$ cat config.mk
export PLATFORM = sky130hd
export DESIGN_NAME = via_arbiter
export DESIGN_NICKNAME = d
export VERILOG_FILES = /design/src/verilog/via_arbiter.v
export VERILOG_INCLUDE_DIRS = /design/src /design/src/verilog
export SDC_FILE = /design/constraint.sdc
export NUM_CORES = 1
export LEC_CHECK = 0
export BUFFER_PORTS_ARGS = -buffer_cell sky130_fd_sc_hd__buf_4
export CELL_PAD_IN_SITES_DETAIL_PLACEMENT = 0
export CELL_PAD_IN_SITES_GLOBAL_PLACEMENT = 1
export CORE_AREA = 3 3 150 152
export DETAILED_ROUTE_END_ITERATION = 6
export DIE_AREA = 0 0 153 155
export GPL_TIMING_DRIVEN = 1
export PLACE_DENSITY = 0.66
export SETUP_SLACK_MARGIN = 0.1
export SLEW_MARGIN = 15
export SYNTH_ARGS = -nofsm -noshare
export SYNTH_HDL_FRONTEND = slang
export SYNTH_SLANG_ARGS = --single-unit
$ cat constraint.sdc
create_clock -name clk_i -period 2.75 [get_ports clk_i]
set_clock_uncertainty 0.05 [all_clocks]
set_input_delay 0.55 -clock clk_i [delete_from_list [all_inputs] [get_ports clk_i]]
set_output_delay 0.55 -clock clk_i [all_outputs]
set_load 0.03 [all_outputs]
$ cat src/verilog/via_consts.vh
// Constants of the vectored interrupt arbiter
`ifndef VIA_CONSTS_VH
`define VIA_CONSTS_VH
// Register byte offsets
`define VIA_ADR_ENABLE 8'h00
`define VIA_ADR_PEND 8'h04
`define VIA_ADR_CTRL 8'h08
`define VIA_ADR_RESULT 8'h0C
// Control register bit positions
`define VIA_CTRL_GIE 0
`define VIA_CTRL_ACK_BUSY 1
`define VIA_CTRL_VIS_BUSY 2
// Reset values
`define VIA_GIE_RST 1'b0
`define VIA_MASK_RST 14'h0000
// Addresses and vector table layout
`define VIA_ENTRY_ADDR 15'h00FF
`define VIA_TBL_BASE 8'hE0
`define VIA_PAGE_LAST 8'hFF
`define VIA_DEFAULT_SLOT 4'h0
`define VIA_TRAP_SLOT 4'hF
// Instruction cycles of the acknowledge sequence
`define VIA_ACK_CYCLES 3'h7
`endif

$ cat src/verilog/via_arbiter.v
// Vectored interrupt arbiter with acknowledge sequencer and Wishbone registers
//
// Local design decisions: the placing of the registers and the Wishbone interface to the registers.
`timescale 1ns/1ns
`include "via_consts.vh"

// Function
// Every acknowledge loads the program counter with entry 00FF.
// Trap wins arbitration; default vector ranks lowest.
// Trap is non-maskable; each other source has enable and pending flag.
// Maskable source is active when enabled and pending.
// Maskable trigger needs enable, global enable, no trap service, instruction start.
// Maskable requests wait while a trap service routine runs.
// Highest-ranked qualifying maskable source served first; others stay pending.
// Reset clears pending flags, enables and global enable.
// Enabling an already pending source triggers at once.
// Acknowledge waits for next normally executed instruction; skips come first.
// Acknowledge clears the global enable.
// Acknowledge pushes next address, loads 00FF, takes seven instruction cycles.
// Handler may set global enable for nesting; software guards the stack.
// Return from interrupt sets global enable; pending requests then serviced.
// Handler clears its pending flag early to catch repeats.
// Vector select picks highest active source and jumps through its entry.
// Table of 16 two-byte vectors at top of the 256-byte block.
// Vector select at last byte of a block uses the next block.
// Vector is 15 bits, high byte at lower address.
// Default at 0yE0, rank rises by two bytes, trap at 0yFE.
// No active source selects the default vector.
// Software fills the table with routine addresses, high byte first.
// Arbitration yields even E0 to FE replacing the counter low byte.
// Arbitration uses sources sampled in the first vector-select cycle.
// Trap pending set by trap, hidden, reset cleared, cleared by instruction.
// Acknowledge and vector select never clear maskable pending flags.
module via_arbiter #(
    parameter NSRC = 14
)(
    // Clock, reset, enable
    input wire clk_i,
    input wire rst_i,
    input wire ce_i,
    // Wishbone slave
    input wire wb_cyc_i,
    input wire wb_stb_i,
    input wire wb_we_i,
    input wire [7:0] wb_adr_i,
    input wire [3:0] wb_sel_i,
    input wire [31:0] wb_dat_i,
    output reg [31:0] wb_dat_o,
    output reg wb_ack_o,
    // Interrupt sources
    input wire [NSRC-1:0] src_evt_i,
    // Instruction sequencer
    input wire instr_start_i,
    input wire skip_i,
    input wire cyc_tick_i,
    input wire trap_fetch_i,
    input wire return_from_irq_i,
    input wire clear_trap_pending_i,
    input wire vector_select_instr_i,
    input wire [14:0] next_pc_i,
    input wire [14:0] vis_pc_i,
    output reg hold_o,
    output reg push_o,
    output reg [14:0] ret_addr_o,
    output reg pc_load_o,
    output reg [14:0] pc_val_o,
    // Program memory read port
    output reg pmem_rd_o,
    output reg [14:0] pmem_addr_o,
    input wire [7:0] pmem_data_i,
    input wire pmem_ack_i
);

    // ************************************************
    // States
    // ************************************************
    localparam ST_IDLE = 4'b0001;
    localparam ST_ACK = 4'b0010;
    localparam ST_VHI = 4'b0100;
    localparam ST_VLO = 4'b1000;

    reg [3:0] state_r;
    reg [3:0] state_nxt;
    reg [2:0] cnt_r;
    reg [NSRC-1:0] enable_r;
    reg [NSRC-1:0] pend_r;
    reg [NSRC-1:0] pend_nxt;
    reg global_irq_enable_r;
    reg gie_nxt;
    reg trap_pending_flag_r;
    reg trap_nxt;
    reg [6:0] vec_hi_r;
    reg [7:0] last_low_r;
    reg [14:0] last_target_r;
    reg [3:0] win_slot;
    reg [31:0] rd_data;
    integer i;

    wire bus_req;
    wire bus_wr;
    wire [31:0] byte_mask;
    wire [NSRC-1:0] wmask;
    wire [NSRC-1:0] active;
    wire maskable_go;
    wire trap_go;
    wire vis_go;
    wire [7:0] low_byte;
    wire [6:0] tbl_page;

    // ************************************************
    // Register bus
    // ************************************************
    assign bus_req = wb_cyc_i & wb_stb_i;
    // Write lands at the edge where the master samples ack
    assign bus_wr = bus_req & wb_we_i & wb_ack_o;
    assign byte_mask = {{8{wb_sel_i[3]}}, {8{wb_sel_i[2]}},
                        {8{wb_sel_i[1]}}, {8{wb_sel_i[0]}}};
    assign wmask = byte_mask[NSRC-1:0];

    always @*
    begin
        rd_data = 32'h00000000;
        case (wb_adr_i)
            `VIA_ADR_ENABLE:
                rd_data[NSRC-1:0] = enable_r;
            `VIA_ADR_PEND:
                rd_data[NSRC-1:0] = pend_r;
            `VIA_ADR_CTRL:
            begin
                rd_data[`VIA_CTRL_GIE] = global_irq_enable_r;
                rd_data[`VIA_CTRL_ACK_BUSY] = state_r[1];
                rd_data[`VIA_CTRL_VIS_BUSY] = state_r[2] | state_r[3];
            end
            `VIA_ADR_RESULT:
                rd_data[22:0] = {last_target_r, last_low_r};
            default:
                rd_data = 32'h00000000;
        endcase
    end

    // ************************************************
    // Arbitration
    // ************************************************
    // active sources
    assign active = enable_r & pend_r;

    // rank order, trap on top
    always @*
    begin
        win_slot = `VIA_DEFAULT_SLOT;
        for (i = 0; i < NSRC; i = i + 1)
        begin
            if (active[i])
                win_slot = i[3:0] + 4'h1;
        end
        if (trap_pending_flag_r)
            win_slot = `VIA_TRAP_SLOT;
    end

    // even low byte from E0 to FE
    assign low_byte = `VIA_TBL_BASE + {3'b000, win_slot, 1'b0};
    // table page, next block when at last byte
    assign tbl_page = (vis_pc_i[7:0] == `VIA_PAGE_LAST) ?
                      vis_pc_i[14:8] + 7'h01 : vis_pc_i[14:8];

    // ************************************************
    // Triggers
    // ************************************************
    // maskable trigger at normal instruction start
    assign maskable_go = instr_start_i & ~skip_i & global_irq_enable_r
                         & ~trap_pending_flag_r & (|active)
                         & state_r[0];
    // Trap ignores skip and global enable, since the trap opcode is the fetched instruction
    // trap cannot be masked
    assign trap_go = instr_start_i & trap_fetch_i & state_r[0];
    // sample sources in first vector-select cycle
    assign vis_go = vector_select_instr_i & state_r[0]
                    & ~trap_go & ~maskable_go;

    // ************************************************
    // Next state
    // ************************************************
    always @*
    begin
        state_nxt = state_r;
        case (state_r)
            ST_IDLE:
            begin
                if (trap_go | maskable_go)
                    state_nxt = ST_ACK;
                else if (vis_go)
                    state_nxt = ST_VHI;
            end
            ST_ACK:
            begin
                // busy until seventh cycle
                if (cyc_tick_i && cnt_r == `VIA_ACK_CYCLES - 3'h1)
                    state_nxt = ST_IDLE;
            end
            ST_VHI:
            begin
                if (pmem_ack_i)
                    state_nxt = ST_VLO;
            end
            ST_VLO:
            begin
                if (pmem_ack_i)
                    state_nxt = ST_IDLE;
            end
            default:
                state_nxt = ST_IDLE;
        endcase
    end

    // ************************************************
    // Flag updates
    // ************************************************
    always @*
    begin
        // software writes, events set and win over clears
        pend_nxt = pend_r;
        if (bus_wr && wb_adr_i == `VIA_ADR_PEND)
            pend_nxt = (wb_dat_i[NSRC-1:0] & wmask) | (pend_r & ~wmask);
        pend_nxt = pend_nxt | src_evt_i;

        // acknowledge clears global enable
        gie_nxt = global_irq_enable_r;
        if (trap_go | maskable_go)
            gie_nxt = 1'b0;
        // software may set it for nesting
        if (bus_wr && wb_adr_i == `VIA_ADR_CTRL && wb_sel_i[0])
            gie_nxt = wb_dat_i[`VIA_CTRL_GIE];
        // return sets global enable
        if (return_from_irq_i)
            gie_nxt = 1'b1;

        // trap flag set wins over the clear instruction
        trap_nxt = trap_pending_flag_r;
        if (clear_trap_pending_i)
            trap_nxt = 1'b0;
        if (trap_go)
            trap_nxt = 1'b1;
    end

    // ************************************************
    // Per-source flags
    // ************************************************
    // Reset pattern sized to the source count
    localparam [NSRC-1:0] MASK_RST = `VIA_MASK_RST;
    genvar g;

    generate
        for (g = 0; g < NSRC; g = g + 1)
        begin : g_src
            wire en_wr;

            // lane-masked enable write, lands with the bus ack
            assign en_wr = bus_wr & (wb_adr_i == `VIA_ADR_ENABLE) & wmask[g];

            always @(posedge clk_i)
            begin
                if (rst_i)
                begin
                    // enable and pending cleared
                    enable_r[g] <= MASK_RST[g];
                    pend_r[g] <= MASK_RST[g];
                end
                else if (ce_i)
                begin
                    // only events and software move the flag
                    pend_r[g] <= pend_nxt[g];
                    if (en_wr)
                        enable_r[g] <= wb_dat_i[g];
                end
            end
        end
    endgenerate

    // ************************************************
    // Registers
    // ************************************************
    always @(posedge clk_i)
    begin
        if (rst_i)
        begin
            state_r <= ST_IDLE;
            cnt_r <= 3'h0;
            // clear global enable
            global_irq_enable_r <= `VIA_GIE_RST;
            trap_pending_flag_r <= 1'b0;
            vec_hi_r <= 7'h00;
            last_low_r <= 8'h00;
            last_target_r <= 15'h0000;
            wb_dat_o <= 32'h00000000;
            wb_ack_o <= 1'b0;
            hold_o <= 1'b0;
            push_o <= 1'b0;
            ret_addr_o <= 15'h0000;
            pc_load_o <= 1'b0;
            pc_val_o <= 15'h0000;
            pmem_rd_o <= 1'b0;
            pmem_addr_o <= 15'h0000;
        end
        else if (ce_i)
        begin
            state_r <= state_nxt;
            global_irq_enable_r <= gie_nxt;
            trap_pending_flag_r <= trap_nxt;
            hold_o <= ~state_nxt[0];
            push_o <= 1'b0;
            pc_load_o <= 1'b0;

            // Unmapped reads return zero, writes are dropped
            // Ack lasts one cycle, so a strobe held on is never acked twice in a row
            wb_ack_o <= bus_req & ~wb_ack_o;
            wb_dat_o <= rd_data;

            case (state_r)
                ST_IDLE:
                begin
                    cnt_r <= 3'h0;
                    if (trap_go | maskable_go)
                    begin
                        // return address latched at acknowledge
                        ret_addr_o <= next_pc_i;
                    end
                    else if (vis_go)
                    begin
                        // fetch high byte of chosen vector
                        last_low_r <= low_byte;
                        pmem_addr_o <= {tbl_page, low_byte};
                        pmem_rd_o <= 1'b1;
                    end
                end
                ST_ACK:
                begin
                    if (cyc_tick_i)
                    begin
                        cnt_r <= cnt_r + 3'h1;
                        // push on first instruction cycle
                        if (cnt_r == 3'h0)
                            push_o <= 1'b1;
                        // jump to entry on seventh cycle
                        if (cnt_r == `VIA_ACK_CYCLES - 3'h1)
                        begin
                            pc_val_o <= `VIA_ENTRY_ADDR;
                            pc_load_o <= 1'b1;
                        end
                    end
                end
                ST_VHI:
                begin
                    if (pmem_ack_i)
                    begin
                        // high byte sits at the lower address
                        vec_hi_r <= pmem_data_i[6:0];
                        pmem_addr_o <= pmem_addr_o + 15'h0001;
                    end
                end
                ST_VLO:
                begin
                    if (pmem_ack_i)
                    begin
                        pmem_rd_o <= 1'b0;
                        pc_val_o <= {vec_hi_r, pmem_data_i};
                        last_target_r <= {vec_hi_r, pmem_data_i};
                        pc_load_o <= 1'b1;
                    end
                end
                default:
                    cnt_r <= 3'h0;
            endcase
        end
    end

endmodule // via_arbiter

==> results.yml <==
status:
  outcome: "completed"
floorplanning:
  die_width_um: 153
  initial_core_util: 0.3008
  die_y_um: 155
  core_um2: 21150
  fp-row-count: 53
  io_pins: 192
  dieArea_um2: 23720
clock_network:
  cts_setup_buffers: 0
  cts_tree: "done"
  clk_pin_slew_ns: 0.07
  numCtsBuffers: 17
  cts_resized: 0
  htree_num_levels: 4
  clk_path_buf_depth: 2
  insertion_delay_ns: 0.43
  cts_root_buf: "clkbuf_16"
  cts.sinks: 137
  postCtsHoldBufs: 0
synthesis:
  syn_area_per_cell_um2: 8.483
  synth-seq-area-share: 0.4311
  async_reset_ff_frac: 0
  yosys_warnings: 0
  netlist-cell-type-count: 65
  syn_inst: 750
  synth_area_um2: 6362
  synth-seq-cells: 137
  synth_edf_count: 0
  ys.flop_type: "dfxtp_1"
timing:
  fin_hold_ws_ns: 0.3112
  slew_headroom: 0.4576
  rsz0062_at_grt: "no"
  tightestPinTransition_ns: 0.8082
  fin_crit_ns: 2.345
  tns_ns: 0
  finalHoldViolCount: 0
  fmax_ghz: 0.4265
  setup_viol: 0
  post-route-period-util: 0.8526
  slew_violations: 0
grt:
  grt_max_degree: 46
  antenna_found_initial: 0
  gr-total-overflow: 0
  grt_pass1_vias: 5737
  track_usage: 0.1633
  grt_pass1_wl_um: 31290
critical_path:
  crit_top_cell: "or4_4"
  worstPathCellList: "a22o_2, or4_4, or4_4, a221o_1, o21ai_0"
  endpoint_kind: "register"
  crit_fanout: 12
  cp.arrival_ns: 2.65
  start_kind: "register"
  critPathKind: "reg2reg"
  required_ns: 3.06
  cp_slowest_cell: "or4_4"
  cp_slowest_stage_delay_ns: 0.65
power:
  p_per_area_nw_per_um2: 566.8
  p_int_mw: 3.448
  leakagePower_nw: 3.424
  p_comb_frac: 0.103
  fin_total_pwr_mw: 4.792
  switchingPower_mw: 1.343
  ir_drop_uv: 371.3
  p_seq_frac: 0.436
  p_sw_frac: 0.2804
  pwr-share-clk: 0.462
route:
  num_vias: 5956
  firstDrtPassIters: 4
  ant_nets: 0
  drt-initial-drc-count: 352
  routed_wl_um: 19810
  drc: 0
  vias_per_cell: 4.984
  wl_per_cell_um: 16.58
finish:
  area_growth_syn_to_layout_pct: 32.88
  stdcell_count: 1195
  antennaDiodeCount: 0
  n_fill_cell: 2196
  final_layout_size_suffix_gt1_frac: 0.2663
  nNetsFinal: 1022
  final_cell_mix: "buf_4 (186), dfxtp_1 (137), nand2_1 (110)"
  final_common_cell: "buf_4"
place:
  dp.final_hpwl_um: 14610
  dpl.cell_count: 1163
  gp_congestion: 0.8077
  port_buffers: 162
flow_run:
  drv_cap: 0
worst_hold_path:
  hold_class: "in2reg"
[final cells by class]
cell class                 instances  area, um^2  share of cell area
sequential                       137        2743              0.3244
multi-input combinational        553        3352              0.3965
clock inverter                    15       148.9             0.01761
tap                              275       344.1             0.04070
timing repair buffer             186        1396              0.1652
clock buffer                      17       425.4             0.05032
inverter                          12       45.04            0.005328
[metrics by stage]
step | utilization | setup slack [ns] | instance area, um^2
2_1_floorplan | - | 0.5381 | 6392
3_5_place_dp | 0.3725 | 0.4018 | 7880
3_3_place_gp | 0.3725 | 0.4331 | 7880
4_1_cts | 0.3997 | 0.4180 | 8454
5_1_grt | 0.3997 | 0.3006 | 8454
6_report | 0.3997 | 0.4053 | 8454
[worst paths after layout]
check | start | end | slack [ns] | cells after the start
max | enable_r[6] | pmem_addr_o[14] | 0.41 | 5
min | wb_dat_i[11] | enable_r[11] | 0.31 | 3
max reg2reg | enable_r[6] | pmem_addr_o[14] | 0.41 | 5
min reg2reg | last_target_r[11] | last_target_r[11] | 0.41 | 2
[registers in the layout, indices dropped and copies added, names as in the netlist, 3 cells and up]
name	count
pc_val_o	15
pmem_addr_o	15
last_low_r	5
cnt_r	3
enable_r	14
last_target_r	15
wb_dat_o	23
ret_addr_o	15
vec_hi_r	7
state_r	4
pend_r	14
[routing by layer]
layer	up-vias	GRT usage	share of wire
met4	0	0.05812	0.016
li1	3005	-	-
met1	2751	0.2261	0.47
met5	-	0	0
met3	23	0.03449	0.052
met2	177	0.2527	0.46
[logic make-up (layout without fill, tap and decap cells)]
| logic type | count (synthesis) | after routing | share of synthesized area |
|---|---|---|---|
| and+or+nand+nor | 283 | 283 | 0.2061 |
| AOI/OAI and AO/OA | 187 | 187 | 0.1933 |
| DFF | 137 | 137 | 0.4311 |
| buffers and inverters | 68 | 230 | 0.04779 |
| muxes | 59 | 59 | 0.09754 |
| xor gates and xnor gates | 10 | 10 | 0.01377 |
| adders and majority gates | 5 | 5 | 0.009833 |
| other | 1 | 9 | 0.0005894 |
[Yosys cell counts, types with 11 or more instances]
cell type | number | area share
a21oi_1 | 78 | 0.061
nand4_1 | 13 | 0.013
a22oi_1 | 29 | 0.034
clkbuf_1 | 36 | 0.021
o21ai_0 | 24 | 0.019
nor2_1 | 83 | 0.049
nor3_1 | 15 | 0.012
nand3_1 | 15 | 0.012
mux2i_1 | 56 | 0.088
inv_1 | 11 | 0.0065
nand2_1 | 110 | 0.065
dfxtp_1 | 137 | 0.43
[power groups by stage]
stage / sequential [mW] / clock (mW) / combinational [mW]
finish: 2.09 / 2.21 / 0.493
detailed placement: 2.13 / 0 / 0.494
global placement: 2.13 / 0 / 0.494
CTS: 2.09 / 2.27 / 0.495
floorplan: 2.15 / 0 / 0.246
global route: 2.09 / 2.35 / 0.540
[worst max-delay path, delay by kind of cell (launching register included)]
family / cells / cell delay, ns
and+or+nand+nor: 2 / 1.18
AOI/OAI and AO/OA: 3 / 0.71
DFF: 1 / 0.34
No activity file was read; power rests on OpenSTA's default activity.
